### config.mk
export PLATFORM = sky130hd
export DESIGN_NAME = sscs_top
export DESIGN_NICKNAME = d
export VERILOG_FILES = /design/src/hdl/sscs_pkg.sv /design/src/hdl/sscs_top.sv
export SDC_FILE = /design/constraint.sdc
export NUM_CORES = 1
export LEC_CHECK = 0
export BUFFER_PORTS_ARGS = -buffer_cell sky130_fd_sc_hd__buf_2
export CAP_MARGIN = 20
export CORE_ASPECT_RATIO = 0.75
export CORE_MARGIN = 2
export CORE_UTILIZATION = 45
export CTS_CLUSTER_DIAMETER = 120
export DETAILED_ROUTE_END_ITERATION = 7
export GPL_TIMING_DRIVEN = 0
export PLACE_DENSITY = 0.72
export SETUP_SLACK_MARGIN = 0.3
export SLEW_MARGIN = 30
export SYNTH_ARGS = -nofsm -noshare
export SYNTH_HDL_FRONTEND = slang
export SYNTH_SLANG_ARGS = --single-unit
### constraint.sdc
create_clock -name clk -period 15.9 [get_ports clk]
set_clock_uncertainty 0.1 [all_clocks]
set_input_delay 3.18 -clock clk [delete_from_list [all_inputs] [get_ports clk]]
set_output_delay 3.18 -clock clk [all_outputs]
set_load 0.05 [all_outputs]
### src/hdl/sscs_pkg.sv
// Purpose: Constants and types for the spindle sine commutation sequencer.
// Assumes: APB register map with 32-bit aligned words.
// Notes:   Register offsets and the control and window field positions of the block live here.
package sscs_pkg;
  localparam logic [7:0] ADDR_CTRL = 8'h00;
  localparam logic [7:0] ADDR_AMP  = 8'h04;
  localparam logic [7:0] ADDR_OFFS = 8'h08;
  localparam logic [7:0] ADDR_STAT = 8'h0c;
  localparam logic [7:0] ADDR_PER  = 8'h10;
  localparam logic [7:0] ADDR_RISE = 8'h14;
  localparam int CTRL_PRESC = 0;
  localparam int CTRL_FFW   = 1;
  localparam int CTRL_STEP  = 2;
  localparam int CTRL_LOAD  = 3;
  localparam int CTRL_MODE  = 4;
  localparam int OFFS_WIN   = 8;
  localparam logic [5:0] N_SAMPLES  = 6'h30;
  localparam logic [5:0] SECT_LEN   = 6'h10;
  localparam logic [9:0] PWM_TOP    = 10'h1ff;
  localparam logic [9:0] PWM_BASE   = 10'h1e0;
  localparam logic [2:0] ADC_DIV_SL = 3'h7;
  localparam logic [2:0] ADC_DIV_FS = 3'h3;
  localparam logic [1:0] TIMER_PRE  = 2'h2;
  localparam int TC_SHIFT = 4;
  localparam int DUTY_W   = 9;
  typedef enum logic [2:0] {
    SSCS_OL_COAST = 3'b000,
    SSCS_CL_COAST = 3'b001,
    SSCS_IND_SENS = 3'b010,
    SSCS_OPEN_LOOP_SIX_STEP   = 3'b011,
    SSCS_OPEN_LOOP_SINE   = 3'b100,
    SSCS_CL_SIX   = 3'b101,
    SSCS_CL_SIN   = 3'b110
  } sscs_mode_t;
  typedef struct packed {
    logic [2:0] hs;
    logic [2:0] ls;
  } sscs_drive_t;
endpackage

### src/hdl/sscs_top.sv
// Purpose: Spindle sine commutation sequencer with APB register port.
// Assumes: All inputs synchronous to clk; APB slave with no wait states.
// Notes:   Phase U (index 0) is the winding opened for zero-crossing sense.
//
// What this block does
// - Spin clock is system clock halved by default, undivided when prescale set.
// - Each electrical period splits into 48 samples with per-phase duty values.
// - Profile chops two phases while the third holds its low side fully on.
// - Zero-crossing period timer runs at spin clock/3, scaled to spin clock/48 units.
// - Down counter loads measured period, strobes at zero, then reloads.
// - Address counter advances on each sample strobe and selects duty values.
// - PWM period is 512 spin clocks, independent of sample rate.
// - Duty values carry 9 bits of resolution.
// - PWM counter resets at each detected zero crossing in closed-loop modes.
// - Chopping duty is profile entry times drive amplitude.
// - Six-bit supply reading trims the PWM period to hold drive voltage.
// - Supply ADC clock is system_clock_in/8 or system_clock_in/4; result applied per PWM cycle.
// - Phase U is tri-stated once per cycle for a programmable window in the closed-loop six-step and sine modes.
// - Six-step profile holds six configurations of eight entries each.
// - Load command copies the offset value into the address counter.
// - Sense state drives until current trips, mirrors it, stores rise time.
// - Sense state cuts PWM on current trip; firmware then coasts.
// - Rotor position is derived from the stored rise times.
// - Rising edge of the step bit advances the address counter by one.
// - Prescale bit picks spin clock and ADC divider together.
// - Feed-forward enable bit switches supply compensation on or off.
// - Drive amplitude is an eight-bit register field.
`timescale 1ns/1ps
`default_nettype none
module sscs_top #(
  parameter int TC_W   = 16,
  parameter int RISE_W = 16
) (
  input  wire logic        clk,
  input  wire logic        rst,
  input  wire logic [7:0]  paddr,
  input  wire logic        psel,
  input  wire logic        penable,
  input  wire logic        pwrite,
  input  wire logic [31:0] pwdata,
  output var  logic [31:0] prdata,
  output var  logic        pready,
  output var  logic        pslverr,
  input  wire logic        zero_crossing,
  input  wire logic        ilim_trip,
  input  wire logic [5:0]  supply_adc_data,
  output var  logic        supply_adc_clk,
  output var  logic        zc_pin_out,
  output var  logic        sample_strobe,
  output var  logic [2:0]  hs_on,
  output var  logic [2:0]  ls_on
);

  // Register fields.
  logic                spin_clock_prescale_sel_q;
  logic                feedforward_comp_enable_q;
  logic                step_bit_q;
  logic                load_bit_q;
  sscs_pkg::sscs_mode_t mode_q;
  logic [7:0]          drive_amplitude_q;
  logic [4:0]          torque_optimizer_offset_q;
  logic [4:0]          win_width_q;
  logic                step_pulse_q;
  logic                load_sample_position_q;

  // Sequencing state.
  logic                div2_q;
  logic                spin_en;
  logic [2:0]          adc_div_q;
  logic                adc_en;
  logic [5:0]          adc_q;
  logic                adc_fast_q;
  logic [1:0]          pre3_q;
  logic [TC_W+3:0]     per_cnt_q;
  logic [TC_W-1:0]     zc_period_q;
  logic [TC_W-1:0]     scan_cnt_q;
  logic [5:0]          addr_q;
  logic                zc_q;
  logic                zc_rise;
  logic [9:0]          pwm_cnt_q;
  logic [9:0]          pwm_top_q;
  logic                pwm_wrap;
  logic                ilim_seen_q;
  logic                ilim_cut_q;
  logic [RISE_W-1:0]   rise_cnt_q;
  logic [RISE_W-1:0]   rise_mem [0:5];
  logic [2:0]          rotor_pos_q;
  logic                cl_mode;
  logic                wr_acc;
  logic [5:0]          win_dist;
  sscs_pkg::sscs_drive_t drv_d;

  // Rising half of the profile hump, 16 entries, full scale 511.
  function automatic logic [8:0] hump(input logic [3:0] i);
    case (i)
      4'h0: hump = 9'h032;
      4'h1: hump = 9'h064;
      4'h2: hump = 9'h095;
      4'h3: hump = 9'h0c4;
      4'h4: hump = 9'h0f1;
      4'h5: hump = 9'h11b;
      4'h6: hump = 9'h141;
      4'h7: hump = 9'h163;
      4'h8: hump = 9'h181;
      4'h9: hump = 9'h19a;
      4'ha: hump = 9'h1ae;
      4'hb: hump = 9'h1be;
      4'hc: hump = 9'h1c8;
      4'hd: hump = 9'h1ce;
      4'he: hump = 9'h1f0;
      default: hump = 9'h1ff;
    endcase
  endfunction

  // Position of phase p within the cycle, phases 16 samples apart.
  function automatic logic [5:0] ph_pos(input logic [5:0] a,
                                         input int p);
    logic [6:0] s;
    s = 7'(a) + 7'(p * 16);
    if (s >= 7'(sscs_pkg::N_SAMPLES)) begin
      s = s - 7'(sscs_pkg::N_SAMPLES);
    end
    if (s >= 7'(sscs_pkg::N_SAMPLES)) begin
      s = s - 7'(sscs_pkg::N_SAMPLES);
    end
    ph_pos = s[5:0];
  endfunction

  assign spin_en = spin_clock_prescale_sel_q | div2_q;
  assign adc_en  = (adc_div_q == 3'h0);
  assign zc_rise = zero_crossing & ~zc_q;
  assign pwm_wrap = spin_en & (pwm_cnt_q >= pwm_top_q);
  assign cl_mode = (mode_q == sscs_pkg::SSCS_CL_SIX) ||
                   (mode_q == sscs_pkg::SSCS_CL_SIN) ||
                   (mode_q == sscs_pkg::SSCS_CL_COAST);
  assign wr_acc  = psel & penable & pready & pwrite;
  assign win_dist = ({1'b0, torque_optimizer_offset_q} >= addr_q) ?
                    ({1'b0, torque_optimizer_offset_q} - addr_q) :
                    ({1'b0, torque_optimizer_offset_q} + sscs_pkg::N_SAMPLES
                     - addr_q);

  // No wait state: pready rises in the first access cycle and answers once.
  always_ff @(posedge clk or posedge rst) begin
    if (rst) begin
      pready  <= 1'b0;
      pslverr <= 1'b0;
      prdata  <= 32'h0000_0000;
    end else if (psel & ~penable & ~pready) begin
      pready  <= 1'b1;
      pslverr <= 1'b0;
      prdata  <= 32'h0000_0000;
      if (paddr == sscs_pkg::ADDR_CTRL) begin
        prdata[sscs_pkg::CTRL_PRESC] <= spin_clock_prescale_sel_q;
        prdata[sscs_pkg::CTRL_FFW]   <= feedforward_comp_enable_q;
        prdata[sscs_pkg::CTRL_STEP]  <= step_bit_q;
        prdata[sscs_pkg::CTRL_LOAD]  <= load_bit_q;
        prdata[sscs_pkg::CTRL_MODE +: 3] <= mode_q;
      end else if (paddr == sscs_pkg::ADDR_AMP) begin
        prdata[7:0] <= drive_amplitude_q;
      end else if (paddr == sscs_pkg::ADDR_OFFS) begin
        prdata[4:0] <= torque_optimizer_offset_q;
        prdata[sscs_pkg::OFFS_WIN +: 5] <= win_width_q;
      end else if (paddr == sscs_pkg::ADDR_STAT) begin
        prdata[5:0]   <= addr_q;
        prdata[10:8]  <= rotor_pos_q;
        prdata[16]    <= ilim_seen_q;
        prdata[29:24] <= adc_q;
      end else if (paddr == sscs_pkg::ADDR_PER) begin
        prdata[TC_W-1:0] <= zc_period_q;
      end else if (paddr == sscs_pkg::ADDR_RISE) begin
        prdata[RISE_W-1:0] <= rise_mem[addr_q[5:3]];
      end else begin
        pslverr <= 1'b1;
      end
    end else begin
      pready  <= 1'b0;
      pslverr <= 1'b0;
    end
  end

  // Writable fields; step and load act on a 0 to 1 transition.
  always_ff @(posedge clk or posedge rst) begin
    if (rst) begin
      spin_clock_prescale_sel_q <= 1'b0;
      feedforward_comp_enable_q <= 1'b0;
      step_bit_q                <= 1'b0;
      load_bit_q                <= 1'b0;
      mode_q                    <= sscs_pkg::SSCS_OL_COAST;
      drive_amplitude_q         <= 8'h00;
      torque_optimizer_offset_q <= 5'h00;
      win_width_q               <= 5'h00;
      step_pulse_q              <= 1'b0;
      load_sample_position_q    <= 1'b0;
    end else begin
      step_pulse_q           <= 1'b0;
      load_sample_position_q <= 1'b0;
      if (wr_acc && paddr == sscs_pkg::ADDR_CTRL) begin
        spin_clock_prescale_sel_q <= pwdata[sscs_pkg::CTRL_PRESC];
        feedforward_comp_enable_q <= pwdata[sscs_pkg::CTRL_FFW];
        step_bit_q   <= pwdata[sscs_pkg::CTRL_STEP];
        load_bit_q   <= pwdata[sscs_pkg::CTRL_LOAD];
        step_pulse_q <= pwdata[sscs_pkg::CTRL_STEP] & ~step_bit_q;
        load_sample_position_q <= pwdata[sscs_pkg::CTRL_LOAD] & ~load_bit_q;
        mode_q <= sscs_pkg::sscs_mode_t'(pwdata[sscs_pkg::CTRL_MODE +: 3]);
      end
      if (wr_acc && paddr == sscs_pkg::ADDR_AMP) begin
        drive_amplitude_q <= pwdata[7:0];
      end
      if (wr_acc && paddr == sscs_pkg::ADDR_OFFS) begin
        torque_optimizer_offset_q <= pwdata[4:0];
        win_width_q <= pwdata[sscs_pkg::OFFS_WIN +: 5];
      end
    end
  end

  // Clock enables for the spin clock and the supply ADC.
  always_ff @(posedge clk or posedge rst) begin
    if (rst) begin
      div2_q         <= 1'b0;
      adc_div_q      <= 3'h0;
      supply_adc_clk <= 1'b0;
      adc_q          <= 6'h20;
      adc_fast_q     <= 1'b0;
    end else begin
      div2_q <= ~div2_q;
      if (adc_en) begin
        adc_div_q <= spin_clock_prescale_sel_q ?
                     sscs_pkg::ADC_DIV_FS : sscs_pkg::ADC_DIV_SL;
        adc_fast_q <= spin_clock_prescale_sel_q;
        adc_q <= supply_adc_data;
      end else begin
        adc_div_q <= adc_div_q - 3'h1;
      end
      // Divider and threshold switch together at reload, so a prescale
      // write never stretches or clips a converter clock pulse.
      supply_adc_clk <= (adc_div_q > (adc_fast_q ? 3'h1 : 3'h3));
    end
  end

  // Zero-crossing period timer and the sample strobe down counter.
  always_ff @(posedge clk or posedge rst) begin
    if (rst) begin
      zc_q          <= 1'b0;
      pre3_q        <= 2'h0;
      per_cnt_q     <= '0;
      zc_period_q   <= '0;
      scan_cnt_q    <= '0;
      sample_strobe <= 1'b0;
    end else begin
      zc_q          <= zero_crossing;
      sample_strobe <= 1'b0;
      if (zc_rise && cl_mode) begin
        // Units of 3 clocks divided by 16 give the period in 48ths.
        zc_period_q <= per_cnt_q[TC_W+3:sscs_pkg::TC_SHIFT];
        per_cnt_q   <= '0;
        pre3_q      <= 2'h0;
        scan_cnt_q  <= per_cnt_q[TC_W+3:sscs_pkg::TC_SHIFT] - 1'b1;
      end else if (spin_en) begin
        if (pre3_q == sscs_pkg::TIMER_PRE) begin
          pre3_q <= 2'h0;
          if (~&per_cnt_q) begin
            per_cnt_q <= per_cnt_q + 1'b1;
          end
        end else begin
          pre3_q <= pre3_q + 2'h1;
        end
        if (scan_cnt_q == '0) begin
          // Reloading one below the period makes each sample Tc spin clocks.
          scan_cnt_q    <= zc_period_q - 1'b1;
          sample_strobe <= cl_mode;
        end else begin
          scan_cnt_q <= scan_cnt_q - 1'b1;
        end
      end
    end
  end

  // Memory address counter: load beats zero crossing beats step or strobe.
  always_ff @(posedge clk or posedge rst) begin
    if (rst) begin
      addr_q <= 6'h00;
    end else if (load_sample_position_q) begin
      addr_q <= {1'b0, torque_optimizer_offset_q};
    end else if (zc_rise && cl_mode) begin
      addr_q <= {1'b0, torque_optimizer_offset_q};
    end else if (step_pulse_q || sample_strobe) begin
      addr_q <= (addr_q == sscs_pkg::N_SAMPLES - 6'h1) ?
                6'h00 : addr_q + 6'h1;
    end
  end

  // PWM counter; supply reading sets the period once per cycle.
  always_ff @(posedge clk or posedge rst) begin
    if (rst) begin
      pwm_cnt_q <= 10'h000;
      pwm_top_q <= sscs_pkg::PWM_TOP;
    end else if (zc_rise && cl_mode) begin
      pwm_cnt_q <= 10'h000;
    end else if (pwm_wrap) begin
      pwm_cnt_q <= 10'h000;
      // Higher supply stretches the period so mean voltage stays put;
      // the cost is a PWM rate that moves with the supply.
      pwm_top_q <= feedforward_comp_enable_q ?
                   sscs_pkg::PWM_BASE + {4'h0, adc_q} :
                   sscs_pkg::PWM_TOP;
    end else if (spin_en) begin
      pwm_cnt_q <= pwm_cnt_q + 10'h001;
    end
  end

  // Inductive sense: rise time capture and current cut per PWM cycle.
  always_ff @(posedge clk or posedge rst) begin
    if (rst) begin
      ilim_seen_q <= 1'b0;
      ilim_cut_q  <= 1'b0;
      rise_cnt_q  <= '0;
      for (int i = 0; i < 6; i++) begin
        rise_mem[i] <= '0;
      end
    end else if (mode_q != sscs_pkg::SSCS_IND_SENS) begin
      ilim_seen_q <= 1'b0;
      ilim_cut_q  <= 1'b0;
      rise_cnt_q  <= '0;
    end else begin
      if (ilim_trip) begin
        ilim_cut_q <= 1'b1;
      end else if (pwm_wrap) begin
        ilim_cut_q <= 1'b0;
      end
      if (ilim_trip && !ilim_seen_q) begin
        ilim_seen_q <= 1'b1;
        rise_mem[addr_q[5:3]] <= rise_cnt_q;
      end else if (!ilim_seen_q && spin_en && ~&rise_cnt_q) begin
        rise_cnt_q <= rise_cnt_q + 1'b1;
      end
    end
  end

  // Shortest rise time marks the configuration aligned with the rotor.
  always_ff @(posedge clk or posedge rst) begin
    if (rst) begin
      rotor_pos_q <= 3'h0;
    end else begin
      logic [2:0]        best;
      logic [RISE_W-1:0] bv;
      best = 3'h0;
      bv   = rise_mem[0];
      for (int i = 1; i < 6; i++) begin
        if (rise_mem[i] < bv) begin
          bv   = rise_mem[i];
          best = 3'(i);
        end
      end
      rotor_pos_q <= best;
    end
  end

  // Per-phase drive from the profile.
  always_comb begin
    logic [5:0]  s;
    logic [8:0]  full;
    logic [16:0] prod;
    logic        six;
    s    = 6'h00;
    full = 9'h000;
    prod = 17'h00000;
    six  = (mode_q == sscs_pkg::SSCS_OPEN_LOOP_SIX_STEP) ||
           (mode_q == sscs_pkg::SSCS_CL_SIX) ||
           (mode_q == sscs_pkg::SSCS_IND_SENS);
    drv_d = '0;
    for (int p = 0; p < 3; p++) begin
      s = ph_pos(addr_q, p);
      if (s < sscs_pkg::SECT_LEN) begin
        drv_d.ls[p] = 1'b1;
      end else if (six) begin
        // Configurations change on multiples of eight entries.
        // Float 8, high 16, float 8 after the low run of 16.
        if (s >= 6'h18 && s < 6'h28) begin
          drv_d.hs[p] = ~ilim_cut_q;
          drv_d.ls[p] = ilim_cut_q;
        end
      end else begin
        full = (s < 6'h20) ? hump(4'(s - 6'h10)) : hump(4'(6'h2f - s));
        prod = full * drive_amplitude_q;
        drv_d.hs[p] = ({1'b0, prod[16:8]} > pwm_cnt_q);
        drv_d.ls[p] = ~drv_d.hs[p];
      end
    end
    if ((mode_q == sscs_pkg::SSCS_CL_SIX ||
         mode_q == sscs_pkg::SSCS_CL_SIN) &&
        win_dist != 6'h00 && {win_dist, 1'b0} <= {2'h0, win_width_q} + 7'h1)
    begin
      drv_d.hs[0] = 1'b0;
      drv_d.ls[0] = 1'b0;
    end
    if (mode_q == sscs_pkg::SSCS_OL_COAST ||
        mode_q == sscs_pkg::SSCS_CL_COAST) begin
      drv_d = '0;
    end
  end

  always_ff @(posedge clk or posedge rst) begin
    if (rst) begin
      hs_on      <= 3'h0;
      ls_on      <= 3'h0;
      zc_pin_out <= 1'b0;
    end else begin
      hs_on <= drv_d.hs;
      ls_on <= drv_d.ls;
      zc_pin_out <= (mode_q == sscs_pkg::SSCS_IND_SENS) ?
                    ilim_trip : zero_crossing;
    end
  end

endmodule
`default_nettype wire

Word-level counts from Yosys, hierarchy flattened
Memory sizes are Yosys's and may differ from the RTL's.
Index checks and enable logic that the tools add are counted.
Storage, ports and cells
  register bits: 270
  memory bits (read-only): 864
  bits of input ports: 53
  output and inout port bits: 43
  word-level logic and storage cells: 306
  memories: 6
Memories
  (no name shown): words 16, width 9, rd ports 1, clocked after memory_dff 0, wr ports 0, RTL line sscs_top.sv:95  | case (i)
  (no name shown): words 16, width 9, rd ports 1, clocked after memory_dff 0, wr ports 0, RTL line sscs_top.sv:95
  (no name shown): words 16, width 9, rd ports 1, clocked after memory_dff 0, wr ports 0, RTL line sscs_top.sv:95
  (no name shown): words 16, width 9, rd ports 1, clocked after memory_dff 0, wr ports 0, RTL line sscs_top.sv:95
  (no name shown): words 16, width 9, rd ports 1, clocked after memory_dff 0, wr ports 0, RTL line sscs_top.sv:95
  (no name shown): words 16, width 9, rd ports 1, clocked after memory_dff 0, wr ports 0, RTL line sscs_top.sv:95
Operators by class
  $add $sub $neg: 28
  multipliers: 3
  magnitude comparators: 32
  equality and inequality tests: 15
  mux-type cells: 120
  bitwise gates (word level): 23
  reduce and logical (&&, ||, !) cells: 39
Operator list (count)
  2-to-1 mux 16 bit: 15
  2-to-1 mux 9 bit: 16
  bitwise mux 96 bit: 1
  2-to-1 mux 6 bit: 14
  less-than comparator 16 bit: 5
  2-to-1 mux 20 bit: 4
  multiplier 9 x 8 -> 17 bit: 3
  2-to-1 mux 10 bit: 5
  binary-select mux 16 bit (select 3 bit): 1
  demux 16 bit (select 3 bit): 1
  subtractor 16 x 1 -> 16 bit (second input constant): 3
  2-to-1 mux 1 bit: 41
  less-than comparator 6 bit (second input constant): 6
  >= comparator 7 x 6 -> 1 bit (second input constant): 5
  > comparator 9 x 10 -> 1 bit: 3
  2-to-1 mux 7 bit: 4
  2-to-1 mux 3 bit: 8
  adder 20 x 1 -> 20 bit (second input constant): 1
  AND reduction 20 bit: 1
  >= comparator 6 x 5 -> 1 bit (second input constant): 3
  less-than comparator 6 x 5 -> 1 bit (second input constant): 3
  subtractor 6 bit (second input constant): 3
  adder 16 x 1 -> 16 bit (second input constant): 1
  equality test 8 x 4 -> 1 bit (second input constant): 2
  52 further kinds: 111

Longest topological paths before layout
An unclocked memory read counts as a cell.
  word-level depth: 16
  depth in mapped cells: 58
  depth with buffers taken out: 54

Worst setup path after synthesis
No wires, ideal clock.
  path type: reg-to-reg
  start point: reg rise_mem[78] (netlist bit)
  end point: reg rotor_pos_q[0]
  library setup time: 90 ps
  arrival time: 10961 ps
  setup slack: 4749 ps
  stages on the path, launching flop included: 52
  path buffers: 4
  period minus slack after synthesis: 11151 ps
  path through: dfrtp_1 ha_1 and4_1 a211oi_1 nand2_2 buf_1 mux2i_1 ha_1 a21o_1 a21oi_1 o21ai_0 a211oi_1 a21oi_1 clkbuf_1 a21oi_1 inv_1 ha_1 a21o_1 (+16 left out) nor3_1 nor4b_1 nand2_1 o211ai_4 buf_6 mux2_4 ha_1 a21o_1 a21o_1 a21o_1 a21oi_1 nor2b_1 o21ai_0 nand2b_1 a21oi_1 o2111a_1 o211ai_1 o221ai_1
On the way
  longest elaborated chain between the ends: 10
  elaborated cells on any way between the ends: 14
  those cells by class: order compare: 5; mux: 9
RTL lines
  start: declaration: RTL line sscs_top.sv:86  | logic [RISE_W-1:0] rise_mem [0:5];
  start signal: indexed assignment: RTL line sscs_top.sv:332  | rise_mem[addr_q[5:3]] <= rise_cnt_q;
  less-than comparator 16 bit: RTL line sscs_top.sv:349  | if (rise_mem[i] < bv) begin
  2-to-1 mux 16 bit: RTL line sscs_top.sv:349
  less-than comparator 16 bit: RTL line sscs_top.sv:349
  2-to-1 mux 16 bit: RTL line sscs_top.sv:349
  less-than comparator 16 bit: RTL line sscs_top.sv:349
  2-to-1 mux 16 bit: RTL line sscs_top.sv:349
  less-than comparator 16 bit: RTL line sscs_top.sv:349
  2-to-1 mux 16 bit: RTL line sscs_top.sv:349
  less-than comparator 16 bit: RTL line sscs_top.sv:349
  2-to-1 mux 3 bit *: RTL line sscs_top.sv:349
  end signal: assignment: RTL line sscs_top.sv:354  | rotor_pos_q <= best;
  end: declaration: RTL line sscs_top.sv:87  | logic [2:0] rotor_pos_q;
Mark *: on every way between the ends. The rest lies on a longest branch, timed or not.
A chain may end at the register's enable or synchronous reset.

Final worst setup path
Same ends and word-level chain as after synthesis.

==> run summary <==
Worst vdd ir: 0.08232 mV
Register area share after synthesis: 27.94%
P&R area growth vs syn: 10.21%
Worst skew pair latency: 580 ps
Multi-input logic area: 15780 µm²
# resized after CTS: 0
Main flop type after synthesis: dfrtp_1
Fmax: 0.06829 GHz
XOR/XNOR Fraction of Synth Area: 3.036%
Total power: 1.729 mW
Via count: 20.11k
Kind of path behind the tightest hold check: flip-flop to flip-flop
Crit path DAT: 15020 ps
Pwr dens: 65.51 nW/µm²
Cts bufs inserted: 30
Fraction of layout cells with a size suffix above 1: 11.36%
Fin. max-slew vios: 0
Initial drt markers: 1969
GRT Overall Usage: 25.08%
# port buffers: 65
Startpoint Class: flip-flop
Die X: 270.4 µm
CTS Hold Bufs: 0
Number of max-cap violations: 0
Row Count: 73
DRT Wirelength: 69620 µm
Top cell type's share of synthesized area: 27.17%
Top post-synthesis cells by area: dfrtp_1 (27%), ha_1 (13%), fa_1 (11%), mux2_2 (5.2%), nand2_1 (5.0%)
H-tree Lvls: 1
CTS tree: yes
Die Area: 55090 µm²
I/O Pins: 96
Leakage: 13.10 nW
Vias in the first global route: 20.02k
YS warnings: 0
Most frequent cells in the layout: nand2_1 (316), inv_1 (265), dfrtp_1 (260)
Core area: 52790 µm²
Dpl hpwl: 55160 µm
Starting density of the core: 45.35%
Vias per cell: 5.837
Final period utilization: 92.10%
ANT nets after route: 0
Setup Buffers After CTS: 0
Most frequent CP cell: a21o_1
Async SR Flop Fraction: 100.0%
Yosys reg bits: 267
Most common cell after layout, fill and taps aside: nand2_1
Fill cells: 4875
Largest family of logic cells by synthesized area: adder cells
CTS clk-pin slew, worst paths: 60 ps
Routability congestion estimate: 0.9420
RSZ-0062 raised after global routing: no
Final hold violation count: 0
Maximum clock insertion buffer count: 3
Status: finished clean
Synth unique cells: 81
Adder-Cell Fraction of Synth Area: 23.54%
Nets: 3130
Synth Area in Compound Gates: 12.60%
Crit Path Category: flip-flop to flip-flop
First-pass iteration count of the detailed router: 6
Crit Path Max Fanout: 10
Crit path required time: 16280 ps
Post-synth EDFFs: 0
Reg area: 6690 µm²
CP max-delay cell: a211oi_2
Routed len/inst: 20.21 µm
Synth area leader: dfrtp_1
Final setup viols: 0
First-pass GRT wire length: 109800 µm
Residual DRC: 0
CTS sink count: 267
Cells after synthesis: 2597
Synth Area in Simple Gates: 15.92%
Initial antenna violation count: 8
Post-synthesis instance area: 23940 µm²
Post-synthesis mux area share: 10.52%
Headroom to the max-slew limit: 28.78%
Avg Cell Area, Syn: 9.220 µm²
GR Overflow Total: 0
Worst slew pin tran: 1039 ps
Setup TNS Final: 0 ps
CTS root buffer: clkbuf_16
CP max stage delay: 750 ps
Crit. End Element: flip-flop
Die span in y: 203.8 µm
Largest net degree at the start of global routing: 98
Post-route minimum period: 14640 ps
cells in the mapped netlist, types with 13 or more instances:
cell type and instances:
nand2_1 316, inv_1 266, dfrtp_1 260, ha_1 244
nor2_1 155, o21ai_0 133, fa_1 128, a21oi_1 121
mux2_2 111, clkbuf_1 105, and2_1 87, mux2i_1 60
nand3_1 49, xnor2_1 48, nor3_1 46, o21a_1 41
a21o_1 35, xor2_1 35, nor2b_1 32, mux4_2 25
a31oi_1 21, o211ai_1 19, nand4_1 18, nand2b_1 14
or3_1 14, a211oi_1 13
final cells by class:
class | instances | area share, %
inverters | 269 | 3.855
multi-input cells | 1942 | 59.78
well taps | 712 | 3.376
clock inverters | 18 | 0.7776
flip-flops and latches | 267 | 25.35
plain buffers | 127 | 2.006
diodes | 4 | 0.03793
repair buffers | 68 | 1.546
clock buffers | 38 | 3.267
worst max-delay path, delay by kind of cell, from the launching register on:
family,cells,cell delay (ps)
simple gates,13,2410
mux,3,800
fa+ha+maj,5,1560
compound gates,30,7730
flops,1,410
buf+inv,5,1520
kinds of logic (layout without fill, tap and decap cells):
family | after synthesis | count (layout)
buffers and inverters | 396 | 520
muxes | 203 | 203
AOI/OAI and AO/OA | 472 | 472
other | 1 | 13
and+or+nand+nor | 801 | 801
xor gates and xnor gates | 83 | 83
adders and majority gates | 374 | 374
DFF | 267 | 267
flip-flops by register name, indices dropped and copies added (netlist names), 7 cells and up:
signal,count
drive_amplitude_q,8
per_cnt_q,20
prdata,23
pwm_cnt_q,10
pwm_top_q,7
rise_cnt_q,16
rise_mem,96
scan_cnt_q,16
zc_period_q,16
per-layer routing:
layer,GRT usage (%),wire length [µm]
met1,36.13,31080
met2,38.28,30250
met3,5.357,6665
met4,6.610,1589
met5,0,34
per-stage QoR:
step / cells / hold WS (ps) / instance area (µm²) / setup slack [ps] / util, %
after detailed placement: 3385 / 326.6 / 25290 / 1600 / 47.91
after global routing: 3443 / 352.8 / 26380 / 441.0 / 49.98
after CTS: 3441 / 335.1 / 26360 / 1531 / 49.93
after floorplan: 2605 / 308.5 / 23970 / 4749 / -
after global placement: 3382 / 319.9 / 25190 / 1348 / 47.72
final: 3445 / 331.6 / 26390 / 1256 / 49.99
power breakdown:
part / internal (mW) / switching, mW
sequential: 0.707 / 0.0311
clock: 0.448 / 0.299
combinational: 0.0861 / 0.158
total: 1.24 / 0.488
worst paths after layout:
| kind | endpoint | startpoint | cells past startpoint | slack (ps) |
|---|---|---|---|---|
| hold / removal | div2_q$_DFF_PP0_ | div2_q$_DFF_PP0_ | 1 | 330 |
| hold reg to reg | div2_q$_DFF_PP0_ | div2_q$_DFF_PP0_ | 1 | 330 |
| setup / recovery | rotor_pos_q[0]$_DFF_PP0_ | rise_mem[78]$_DFFE_PP0P_ | 56 | 1260 |
| setup reg to reg | rotor_pos_q[0]$_DFF_PP0_ | rise_mem[78]$_DFFE_PP0P_ | 56 | 1260 |
| max in group asynchronous | rise_mem[84]$_DFFE_PP0P_ | rst | 4 | 12250 |
| min in group asynchronous | prdata[11]$_DFFE_PP0P_ | rst | 2 | 2480 |
No activity file was read; power rests on OpenSTA's default activity.
